===== config.mk =====
export PLATFORM = sky130hd
export DESIGN_NAME = lcw_top
export DESIGN_NICKNAME = d
export VERILOG_FILES = /design/src/shared/lcw_pkg.sv /design/src/hdl/lcw_buf.sv /design/src/hdl/lcw_top.sv
export SDC_FILE = /design/constraint.sdc
export NUM_CORES = 1
export LEC_CHECK = 0
export ABC_AREA = 1
export CORE_MARGIN = 1.5
export CORE_UTILIZATION = 55
export DETAILED_ROUTE_END_ITERATION = 16
export DONT_BUFFER_PORTS = 1
export PLACE_DENSITY_LB_ADDON = 0.2
export SLEW_MARGIN = 30
export SYNTH_ARGS = -nofsm -noshare
export SYNTH_HDL_FRONTEND = slang
export SYNTH_SLANG_ARGS = --single-unit

===== constraint.sdc =====
create_clock -name core_clk -period 2.3 [get_ports core_clk]
set_clock_uncertainty 0.05 [all_clocks]
set_input_delay 0.345 -clock core_clk [delete_from_list [all_inputs] [get_ports core_clk]]
set_output_delay 0.345 -clock core_clk [all_outputs]
set_load 0.05 [all_outputs]

===== src/shared/lcw_pkg.sv =====
// Constants and types shared by the serial character display writer
// Contract
// - Serial bytes from the host port appear in parallel on the display pins.
// - Display runs in 4-bit bus mode, panels up to 80 characters.
// - Select low marks a command, select high marks character data.
// - Display enable is active high and follows transfer bit D7.
// - Only upper four data lines carry the nibble; lower four stay low.
// - Read/write line is held low, so every strobe is a write.
// - A second active-high enable drives the second panel half.
// - No isolation: every completed transfer is offered; one arriving with the buffer full is lost and sets the overrun flag.
package lcw_pkg;

  // ----------------------------------------------------------------
  // Transfer byte layout
  // ----------------------------------------------------------------
  localparam int SPI_BITS = 8;
  localparam int EN_BIT   = 7;   // Display enable strobe
  localparam int RS_BIT   = 6;   // Register select
  localparam int EN2_BIT  = 5;   // Second panel half enable
  localparam int NIB_MSB  = 3;   // Nibble in bits 3..0
  localparam int LCD_W    = 8;
  localparam int BUF_DEPTH = 2;

  // ----------------------------------------------------------------
  // Timing: least time each presented value stands on the pins
  // ----------------------------------------------------------------
  localparam int CLK_MHZ     = 20;
  localparam int LCD_HOLD_NS = 500;
  localparam int HOLD_CYC    = (LCD_HOLD_NS * CLK_MHZ + 999) / 1000;
  localparam int HOLD_W      = 8;

  // ----------------------------------------------------------------
  // Reset values
  // ----------------------------------------------------------------
  localparam logic [7:0] RST_BYTE  = 8'h00;
  localparam logic [2:0] RST_BITS  = 3'h0;
  localparam logic       RST_SS    = 1'b1;

  // ----------------------------------------------------------------
  // Output stage states
  // ----------------------------------------------------------------
  typedef enum logic [1:0] {
    LCW_IDLE = 2'b01,
    LCW_HOLD = 2'b10
  } lcw_state_t;

endpackage


===== src/hdl/lcw_buf.sv =====
// Two-entry valid/ready buffer between serial capture and display stage
`timescale 1ns/10ps
module lcw_buf #(
  parameter int W     = 8,
  parameter int DEPTH = 2
) (
  input  wire logic         clk,
  input  wire logic         rst,
  input  wire logic         in_valid,
  output logic              in_ready,
  input  wire logic [W-1:0] in_data,
  output logic              out_valid,
  input  wire logic         out_ready,
  output logic [W-1:0]      out_data
);

  localparam int PW = (DEPTH > 1) ? $clog2(DEPTH) : 1;
  localparam int CW = $clog2(DEPTH + 1);

  typedef struct packed {
    logic [DEPTH-1:0][W-1:0] mem;
    logic [PW-1:0]           wp;
    logic [PW-1:0]           rp;
    logic [CW-1:0]           cnt;
  } lcw_buf_st_t;

  lcw_buf_st_t r_reg;
  lcw_buf_st_t r_next;
  logic        push;
  logic        pop;

  // ----------------------------------------------------------------
  // Handshake terms, honest full and empty
  // ----------------------------------------------------------------
  assign in_ready  = (r_reg.cnt != CW'(DEPTH));
  assign out_valid = (r_reg.cnt != '0);
  assign out_data  = r_reg.mem[r_reg.rp];
  assign push      = in_valid && in_ready;
  assign pop       = out_valid && out_ready;

  // Pointer wrap kept general so depth can grow
  always_comb begin
    r_next = r_reg;
    if (push) begin
      r_next.mem[r_reg.wp] = in_data;
      r_next.wp = (r_reg.wp == PW'(DEPTH - 1)) ? '0 : r_reg.wp + 1'b1;
    end
    if (pop) begin
      r_next.rp = (r_reg.rp == PW'(DEPTH - 1)) ? '0 : r_reg.rp + 1'b1;
    end
    if (push && !pop) begin
      r_next.cnt = r_reg.cnt + 1'b1;
    end else if (pop && !push) begin
      r_next.cnt = r_reg.cnt - 1'b1;
    end
  end

  // State register
  always_ff @(posedge clk or posedge rst) begin
    if (rst) begin
      r_reg <= '0;
    end else begin
      r_reg <= r_next;
    end
  end
endmodule


===== src/hdl/lcw_top.sv =====
// Serial-to-parallel character display writer, device side
`timescale 1ns/10ps
module lcw_top (
  input  wire logic       core_clk,
  input  wire logic       sys_rst,
  input  wire logic       spi_sck,
  input  wire logic       spi_mosi,
  input  wire logic       spi_ss_n,
  input  wire logic       lcd_freeze,
  input  wire logic       overrun_clr,
  output logic [7:0]      lcd_data_lines,
  output logic            reg_select_bit,
  output logic            lcd_enable,
  output logic            lcd_rw,
  output logic            second_panel_strobe,
  output logic            link_ready,
  output logic            overrun_flag
);

  typedef struct packed {
    logic                 sck_m;
    logic                 sck_s;
    logic                 sck_d;
    logic                 mosi_m;
    logic                 mosi_s;
    logic                 ss_m;
    logic                 ss_s;
    logic [7:0]           sh;
    logic [2:0]           bitcnt;
    logic                 byte_vld;
    logic [7:0]           byte_dat;
    lcw_pkg::lcw_state_t  state;
    logic [7:0]           hold;
    logic [7:0]           lcd_data;
    logic                 rs;
    logic                 en;
    logic                 en2;
    logic                 rw;
    logic                 link_rdy;
    logic                 ovr;
  } lcw_top_st_t;

  lcw_top_st_t r_reg;
  lcw_top_st_t r_next;
  logic        sck_rise;
  logic        buf_in_ready;
  logic        buf_out_valid;
  logic [7:0]  buf_dat;
  logic        pop_rdy;
  logic        pop;

  // ----------------------------------------------------------------
  // Link edge detection on synchronised copies only
  // ----------------------------------------------------------------
  // Mode 0 framing: data sampled on rising clock while selected
  assign sck_rise = r_reg.sck_s && !r_reg.sck_d && !r_reg.ss_s;
  // Display stage can take a word only when idle and not frozen
  assign pop_rdy  = (r_reg.state == lcw_pkg::LCW_IDLE) && !lcd_freeze;
  assign pop      = pop_rdy && buf_out_valid;

  // ----------------------------------------------------------------
  // Buffer absorbs a word while the display stage is holding
  // ----------------------------------------------------------------
  lcw_buf #(
    .W     (lcw_pkg::SPI_BITS),
    .DEPTH (lcw_pkg::BUF_DEPTH)
  ) u_buf (
    .clk       (core_clk),
    .rst       (sys_rst),
    .in_valid  (r_reg.byte_vld),
    .in_ready  (buf_in_ready),
    .in_data   (r_reg.byte_dat),
    .out_valid (buf_out_valid),
    .out_ready (pop_rdy),
    .out_data  (buf_dat)
  );

  // ----------------------------------------------------------------
  // Next-state logic
  // ----------------------------------------------------------------
  always_comb begin
    r_next = r_reg;
    // Two-stage synchronisers; stage one feeds stage two only
    r_next.sck_m  = spi_sck;
    r_next.sck_s  = r_reg.sck_m;
    r_next.sck_d  = r_reg.sck_s;
    r_next.mosi_m = spi_mosi;
    r_next.mosi_s = r_reg.mosi_m;
    r_next.ss_m   = spi_ss_n;
    r_next.ss_s   = r_reg.ss_m;
    r_next.byte_vld = 1'b0;

    // Shift register, MSB first; deselect drops a partial byte
    if (r_reg.ss_s) begin
      r_next.bitcnt = lcw_pkg::RST_BITS;
    end else if (sck_rise) begin
      r_next.sh     = {r_reg.sh[6:0], r_reg.mosi_s};
      r_next.bitcnt = r_reg.bitcnt + 1'b1;
      if (r_reg.bitcnt == 3'h7) begin
        // Every whole byte is offered, no gating by content
        r_next.byte_vld = 1'b1;
        r_next.byte_dat = {r_reg.sh[6:0], r_reg.mosi_s};
      end
    end

    // Lost byte is sticky; a new loss beats a same-cycle clear
    if (r_reg.byte_vld && !buf_in_ready) begin
      r_next.ovr = 1'b1;
    end else if (overrun_clr) begin
      r_next.ovr = 1'b0;
    end
    r_next.link_rdy = buf_in_ready;
    r_next.rw = 1'b0;

    // Display stage: present a byte, then hold it stable
    unique case (r_reg.state)
      lcw_pkg::LCW_IDLE: begin
        if (pop) begin
          r_next.lcd_data = {buf_dat[lcw_pkg::NIB_MSB:0], 4'h0};
          r_next.rs    = buf_dat[lcw_pkg::RS_BIT];
          r_next.en    = buf_dat[lcw_pkg::EN_BIT];
          r_next.en2   = buf_dat[lcw_pkg::EN2_BIT];
          r_next.hold  = 8'(lcw_pkg::HOLD_CYC - 1);
          r_next.state = lcw_pkg::LCW_HOLD;
        end
      end
      lcw_pkg::LCW_HOLD: begin
        // Slow display needs each value to stand a minimum time
        if (r_reg.hold == 8'h00) begin
          r_next.state = lcw_pkg::LCW_IDLE;
        end else begin
          r_next.hold = r_reg.hold - 1'b1;
        end
      end
      default: begin
        r_next.state = lcw_pkg::LCW_IDLE;
      end
    endcase
  end

  // ----------------------------------------------------------------
  // State register
  // ----------------------------------------------------------------
  always_ff @(posedge core_clk or posedge sys_rst) begin
    if (sys_rst) begin
      r_reg       <= '0;
      r_reg.ss_m  <= lcw_pkg::RST_SS;
      r_reg.ss_s  <= lcw_pkg::RST_SS;
      r_reg.state <= lcw_pkg::LCW_IDLE;
    end else begin
      r_reg <= r_next;
    end
  end

  // Outputs straight from flip-flops
  assign lcd_data_lines      = r_reg.lcd_data;
  assign reg_select_bit      = r_reg.rs;
  assign lcd_enable          = r_reg.en;
  assign lcd_rw              = r_reg.rw;
  assign second_panel_strobe = r_reg.en2;
  assign link_ready          = r_reg.link_rdy;
  assign overrun_flag        = r_reg.ovr;
endmodule


==> results.md, run 1 <==
* Status: completed
* Total clock buffers created by CTS at 9
* Clk pwr share at 29.2%
* Final setup violation count at 0
* Overall via count from detail_route at 1768
* Final instance area at 2923 µm²
* Initial antenna violation count at 0
* Sequential share of power at 49.9%
* Residual DRC count at 0
* Final core utilization at 61.88%
* Post-synthesis cell type with the largest combined area: sky130_fd_sc_hd__dfrtp_1
* Dominant cells by area after synthesis: sky130_fd_sc_hd__dfrtp_1 55%, sky130_fd_sc_hd__nand2_1 10%, sky130_fd_sc_hd__o21ai_0 4.5%
* Global-route wire length before repair at 7.107 mm
* Number of vias per cell at 4.831
* Clock Latency Late Sink at 340 ps
* Total Routing Usage GR at 18.08%
* Tightest Pin Transition at 661.0 ps
* Post-Layout Cell Count at 366
* Final count of hold timing violations at 0
* Fraction of final layout cells with drive strength greater than 1 at 12.04%
* Number of nets in the layout at 307
* Data arrival, critical path at 1920 ps
* Category of the most critical setup path: register to register
* Number of antenna repair diodes at 0
* Number of nets still failing antenna checks after routing at 0
* Pin count of the biggest net entering global routing at 25
* Global placer's final weighted congestion at 0.8608
* Clock-pin slew reported for the worst setup and hold paths after clock tree synthesis at 60 ps
* Area after detailed placement at 2675 µm²
* Average wire length per cell after detail routing at 11.19 µm
* Class of the worst hold path: input port to register
* Number of buffers added for setup after CTS at 0
* Setup TNS at 0 ps
* Number of max-capacitance violations reported at 0
* List of cells traversed by the critical path: inv_1 > ha_1 > nand2_1 > nor2_1 > nand2_1 > nand2_1 > nand2_1 > inv_1 > nand2_1 > nand2_1
* Crit-path max FO at 11
* Fraction of synthesis flops using an asynchronous set or reset pin at 100.0%
* Cell count after placement at 347
* Overall power consumption at 3.346 mW
* Cell depth of the worst min-delay path at 1
* Pre-CTS setup slack at 633.6 ps
* Category of the worst setup path capture point: register
* Maximum VDD drop at 0.0004983 V
* Number of enable-type register cells in the synthesized netlist at 0
* FF+latch area at 1555 µm²
* Post-detailed-placement half-perimeter wirelength at 2.823 mm
* Combinational fraction of design power at 21.0%
* Element type at the critical path start: register
* Post-Synthesis Cells at 290
* RSZ-0062 raised after global routing: no
* Post-Route Hold Slack at 62.11 ps
* Layout area overhead at 8.854%
* Total wire length after detailed routing at 4.097 mm
* Post-synthesis instance area at 2685 µm²
* Flop2flop setup slack at 590 ps
* CP most frequent cell: sky130_fd_sc_hd__nand2_1
* Number of I/O port buffers at 0
* Clock sink total at 62
* Net Switching at 1.234 mW
* Register bit count reported by yosys at 62
* Final Worst Setup Slack at 593.9 ps
* Drt pass-1 iters at 4
* Overall die area at 5310 µm²
* Standby leakage power at 1.429 nW
* Longest individual stage delay on the worst path at 370 ps
* Portion of the clock cycle consumed by the worst path in the final layout at 74.18%
* Core region area at 4723 µm²
* Achievable frequency at 586.1 MHz
* Row count at 25
* Number of warnings issued by yosys at 0
* Count of filler cells inserted in the layout at 404
* Initial DRC count at 134
* Commonest cells in the synthesized netlist: 73 x sky130_fd_sc_hd__nand2_1, 59 x sky130_fd_sc_hd__dfrtp_1, 31 x sky130_fd_sc_hd__inv_1, 30 x sky130_fd_sc_hd__nor2_1, 24 x sky130_fd_sc_hd__o21ai_0
* Vertical die dimension at 72.87 µm
* Predominant post-synthesis flop cell: sky130_fd_sc_hd__dfrtp_1
* Library cell used as clock root buffer: sky130_fd_sc_hd__clkbuf_8
* Residual overflow from global routing at 0
* Longest Clk Path Bufs at 2
* Count of final max-slew check failures at 0
* CTS tree: built
* Yosys top cell area share at 54.99%
* Design internal power at 2.112 mW
* Horizontal die dimension at 72.87 µm
* Worst rel slew slack at 55.93%
* Sw Share at 36.87%
* Total power divided by cell area at 1145 nW/µm²
* Number of global-route vias before repair at 1584
* Proportion of synthesized chip area in sequential cells at 57.92%
* Number of distinct standard cells referenced by the synthesized netlist at 26
* Average instance area after synthesis at 9.259 µm²
* Most frequently used cell type in the post-synthesis netlist: sky130_fd_sc_hd__nand2_1
* # H-tree levels at 3
* Depth of the worst register-to-register path at 10
* Post-layout min period at 1706 ps
* WP data required at 2520 ps
* Count of pins on the block boundary at 21
* Area taken by multi-input logic gates at 882.1 µm²
* Number of flip-flops in the largest register at 31
* Starting Density at 56.85%
* Critical-path cell with the highest stage delay: sky130_fd_sc_hd__dfrtp_1
[cell type report]
| class | count | area share, % |
|---|---|---|
| Sequential cell | 62 | 53.21 |
| Multi-Input combinational cell | 181 | 30.18 |
| Clock buffer | 12 | 5.651 |
| Inverter | 33 | 4.238 |
| Tap cell | 67 | 2.868 |
| Timing Repair Buffer | 8 | 2.397 |
| Clock inverter | 3 | 1.455 |
[cell families after synthesis]
family,after synthesis,share of synthesized area (%)
AO/OA/AOI/OAI,43,9.646
XOR/XNOR,5,1.631
adder cells (fa/ha/maj),5,2.330
buffers and inverters,51,9.785
flip-flops,62,57.92
other,1,0.1397
AND/OR/NAND/NOR,123,18.55
[power by group through the flow]
stage	registers [mW]	clock network, mW	logic, mW
after detailed placement	1.69	0	0.696
after floorplan	1.51	0	0.812
after global routing	1.70	1.04	0.820
after global placement	1.69	0	0.684
after CTS	1.67	0.999	0.705
final	1.67	0.976	0.702
[layer usage]
layer	up-vias	share of wire, %	GRT usage (%)
met5	-	0	0
li1	908	-	-
met2	32	42	25.59
met3	11	3.5	6.630
met1	817	52	23.81
met4	0	2.8	10.69
[worst paths after layout]
check,start,endpoint
hold / removal,overrun_clr,overrun_flag
min in group asynchronous,sys_rst,r_reg[27]
max in group asynchronous,sys_rst,lcd_data_lines[7]
hold reg to reg,r_next[49],r_next[48]
setup / recovery,r_reg[14],r_reg[20]
setup reg to reg,r_reg[14],r_reg[20]
[cell usage in the layout, fill, tap and decap left out, drive strengths merged, types with 5 or more instances in the layout]
cell / instances
o31ai: 7
nand2: 77
conb: 5
clkbuf: 12
dfrtp: 59
o21ai: 34
inv: 32
ha: 5
nand3: 11
nor2: 31
[critical path, delay by kind of cell (launching register included)]
kind                       cells  cell delay, ps
and+or+nand+nor                7             680
DFF                            1             370
buffers and inverters          2             360
adders and majority gates      1             170
[what timing repair did]
action | 4_1_cts | 5_1_grt
resized for setup | 0 | 0
hold endpoints to repair | 24 | 0
hold buffers | 4 | 0
No activity file was read; power rests on OpenSTA's default activity.
==> run 2: changes to the inputs <==
--- a/config.mk
+++ b/config.mk
@@ -5,7 +5,7 @@
 export SDC_FILE = /design/constraint.sdc
 export NUM_CORES = 1
 export LEC_CHECK = 0
-export ABC_AREA = 1
+export ABC_AREA = 0
 export CORE_MARGIN = 1.5
 export CORE_UTILIZATION = 55
 export DETAILED_ROUTE_END_ITERATION = 16
==> constraint.sdc (replaced) <==
create_clock -name core_clk -period 1.4 [get_ports core_clk]
set_clock_uncertainty 0.05 [all_clocks]
set_input_delay 0.21 -clock core_clk [delete_from_list [all_inputs] [get_ports core_clk]]
set_output_delay 0.21 -clock core_clk [all_outputs]
set_load 0.05 [all_outputs]
==> run 2 against run 1 <==
Compared with the run above:
- combinational power down 72%
- final area up 18%
- synthesized cell count down 31%
- flip-flop and latch count unchanged
- non-clock buffer count up 40
- final cell count down 17%
- the run now ends with negative setup slack left
- first-iteration DRC count down 37%
- maximum frequency down 5.5%
- worst setup slack worse by 1000 ps
- count of clock-buffer cells in the layout unchanged
- clock power up 79%
- global-route usage up 2.8 points
- critical path type unchanged
==> results.md, run 2 <==
* Worst rel slew slack at 64.21%
* Post-detailed-placement half-perimeter wirelength at 3.274 mm
* RSZ-0062 raised after global routing: yes
* Number of distinct standard cells referenced by the synthesized netlist at 37
* Portion of the clock cycle consumed by the worst path in the final layout at 129.0%
* Critical-path cell with the highest stage delay: sky130_fd_sc_hd__or4b_4
* Library cell used as clock root buffer: sky130_fd_sc_hd__clkbuf_8
* Horizontal die dimension at 72.10 µm
* Worst path buffer plus inverter count at 2
* Number of antenna repair diodes at 0
* Clk pwr share at 44.9%
* Global-route met1 utilization at 26.50%
* Clock Latency Late Sink at 330 ps
* Final count of hold timing violations at 0
* Cell depth of the worst min-delay path at 3
* Average instance area after synthesis at 13.13 µm²
* Leading cell type in the layout, fill and taps excluded: sky130_fd_sc_hd__dfrtp_1
* Data arrival, critical path at 2020 ps
* Total power divided by cell area at 1129 nW/µm²
* Initial DRC count at 85
* Overall power consumption at 3.902 mW
* Proportion of synthesized chip area in sequential cells at 59.22%
* List of cells traversed by the critical path: buf_4 > buf_6 > or4b_4 > or4_1 > a21oi_1
* Post-Layout Cell Count at 305
* Number of enable-type register cells in the synthesized netlist at 0
* Predominant post-synthesis flop cell: sky130_fd_sc_hd__dfrtp_1
* Global placer's final weighted congestion at 0.9444
* Category of the most critical setup path: register to register
* Cell count after placement at 275
* Core region area at 4474 µm²
* Tightest Pin Transition at 535.8 ps
* Pin count of the biggest net entering global routing at 27
* Commonest cells in the synthesized netlist: 59 x sky130_fd_sc_hd__dfrtp_1, 28 x sky130_fd_sc_hd__mux2_2, 21 x sky130_fd_sc_hd__o21ai_0, 13 x sky130_fd_sc_hd__mux2i_1
* Starting Density at 58.70%
* WP data required at 1610 ps
* Register bit count reported by yosys at 62
* Total clock buffers created by CTS at 9
* Fraction of final layout cells with drive strength greater than 1 at 45.45%
* Sw Share at 21.07%
* Final Worst Setup Slack at -405.9 ps
* Number of nets in the layout at 261
* Yosys top cell area share at 56.22%
* Initial antenna violation count at 0
* Count of final max-slew check failures at 0
* Vertical die dimension at 72.10 µm
* Count of filler cells inserted in the layout at 274
* Violations in the final reports: negative setup slack
* Met3 usage at 6.806%
* Longest Clk Path Bufs at 2
* Dominant cells by area after synthesis: sky130_fd_sc_hd__dfrtp_1 56%, sky130_fd_sc_hd__mux2_2 12%, sky130_fd_sc_hd__mux2i_1 5.0%
* Total Routing Usage GR at 20.92%
* Fraction of synthesis flops using an asynchronous set or reset pin at 100.0%
* Count of pins on the block boundary at 21
* Sequential share of power at 50.0%
* Net Switching at 0.8222 mW
* Delay-heaviest family, CP: simple AND/OR/NAND/NOR gates
* Startpoint of the lowest-slack hold path: lcd_freeze
* CTS tree: built
* Post-Synthesis Cells at 200
* Clock-pin slew reported for the worst setup and hold paths after clock tree synthesis at 70 ps
* Number of I/O port buffers at 0
* Class of the worst hold path: input port to register
* Number of max-capacitance violations reported at 0
* Global-route wire length before repair at 8.148 mm
* Number of nets still failing antenna checks after routing at 0
* Status: complete, but fails checks
* Flop2flop setup slack at -410 ps
* Number of global-route vias before repair at 1754
* # H-tree levels at 3
* Achievable frequency at 553.7 MHz
* Number of stages on the worst setup path at 5
* Clock sink total at 62
* Post-synthesis cell type with the largest combined area: sky130_fd_sc_hd__dfrtp_1
* Drt pass-1 iters at 4
* Longest individual stage delay on the worst path at 520 ps
* Design internal power at 3.080 mW
* Layout area overhead at 31.63%
* End of the worst register-to-register path: r_reg[19]
* Number of flip-flops in the largest register at 31
* Overall die area at 5198 µm²
* Average wire length per cell after detail routing at 16.29 µm
* Depth of the worst register-to-register path at 5
* Post-synthesis instance area at 2626 µm²
* Residual overflow from global routing at 0
* Post-Route Hold Slack at 147.9 ps
* WHS Endpoint: r_reg[14]
* Commonest cells after routing, fill and taps aside: 59 x sky130_fd_sc_hd__dfrtp_1, 36 x sky130_fd_sc_hd__buf_4, 14 x sky130_fd_sc_hd__mux2_4, 14 x sky130_fd_sc_hd__mux2_2, 13 x sky130_fd_sc_hd__mux2i_1
* Grt met2 use at 32.92%
* Residual DRC count at 0
* Origin of the critical flop-to-flop path: r_reg[22]
* Total wire length after detailed routing at 4.967 mm
* Category of the worst setup path capture point: register
* Crit-path max FO at 4
* Post-layout min period at 1806 ps
* Combinational fraction of design power at 5.1%
* Standby leakage power at 1.588 nW
* Maximum VDD drop at 0.0009217 V
* GRT Max-Usage Layer: met2
* Row count at 24
* Overall via count from detail_route at 1711
* Most frequently used cell type in the post-synthesis netlist: sky130_fd_sc_hd__dfrtp_1
* Final setup violation count at 34
* Number of warnings issued by yosys at 0
* Number of vias per cell at 5.610
* Element type at the critical path start: register
-- run 2: worst reg2reg max path, stage by stage (launching register included) --
cell and delay [ps]:
sky130_fd_sc_hd__dfstp_2 370, sky130_fd_sc_hd__buf_4 120, sky130_fd_sc_hd__buf_6 110, sky130_fd_sc_hd__or4b_4 520, sky130_fd_sc_hd__or4_1 420, sky130_fd_sc_hd__a21oi_1 130
-- run 2: final cells by class --
class	count	area [µm²]	share of cell area, %
sequential	62	1555	44.99
multi-input combinational	121	1159	33.51
timing repair buffer	48	425.4	12.31
clock buffer	12	155.1	4.488
clock inverter	3	67.56	1.954
tap	52	65.06	1.882
inverter	7	30.03	0.8686
-- run 2: metal layers --
| metal | wire length, µm | up-vias |
|---|---|---|
| met5 | 0 | - |
| met2 | 2485 | 37 |
| met4 | 123 | 0 |
| met3 | 174 | 16 |
| met1 | 2183 | 864 |
| li1 | - | 794 |
-- run 2: repair_timing --
| item | in CTS | in global routing |
|---|---|---|
| gates resized for setup | 26 | 13 |
| endpoints found under the hold margin | 24 | 0 |
| setup buffers | 1 | 9 |
| pin swaps | 10 | 8 |
| endpoints found under the setup margin | 35 | 34 |
| hold buffers | 5 | 0 |
-- run 2: kinds of logic (layout without fill, tap and decap cells) --
group,Yosys count,count (layout),synth area share (%)
AND/OR/NAND/NOR,34,34,8.528
adder cells (fa/ha/maj),5,5,2.382
AO/OA/AOI/OAI,30,30,6.384
other,1,5,0.1428
buffers and inverters,21,70,4.383
XOR/XNOR,6,6,2.001
flip-flops,62,62,59.22
multiplexers,41,41,16.96
-- run 2: worst max-delay path by stage --
stage	startpoint	to	slack (ps)
finish	r_reg[22]	r_reg[19]	-410
global route	r_reg[22]	u_buf.r_reg[1]	-490
CTS	r_reg[22]	u_buf.r_reg[1]	-350
detailed placement	r_reg[22]	u_buf.r_reg[1]	-370
global placement	r_reg[22]	u_buf.r_reg[1]	-330
floorplan	r_reg[22]	u_buf.r_reg[1]	-480
-- run 2: metrics by stage --
| step | instance area [µm²] | util (%) | setup TNS (ps) | setup slack, ps |
|---|---|---|---|---|
| global route | 3457 | 77.27 | -5744 | -490.8 |
| CTS | 3346 | 74.78 | -3503 | -353.0 |
| global placement | 2994 | 66.92 | -4211 | -332.6 |
| finish | 3457 | 77.27 | -4217 | -405.9 |
| floorplan | 2745 | - | -3789 | -483.9 |
| detailed placement | 2994 | 66.92 | -5409 | -368.6 |
-- run 2: power groups by stage --
stage,clock network [mW],logic [mW],registers [mW]
after floorplan,0,0.159,1.97
after global placement,0,0.179,1.98
after detailed placement,0,0.191,1.99
after CTS,1.77,0.204,1.95
after global routing,1.86,0.224,1.97
final,1.75,0.198,1.95
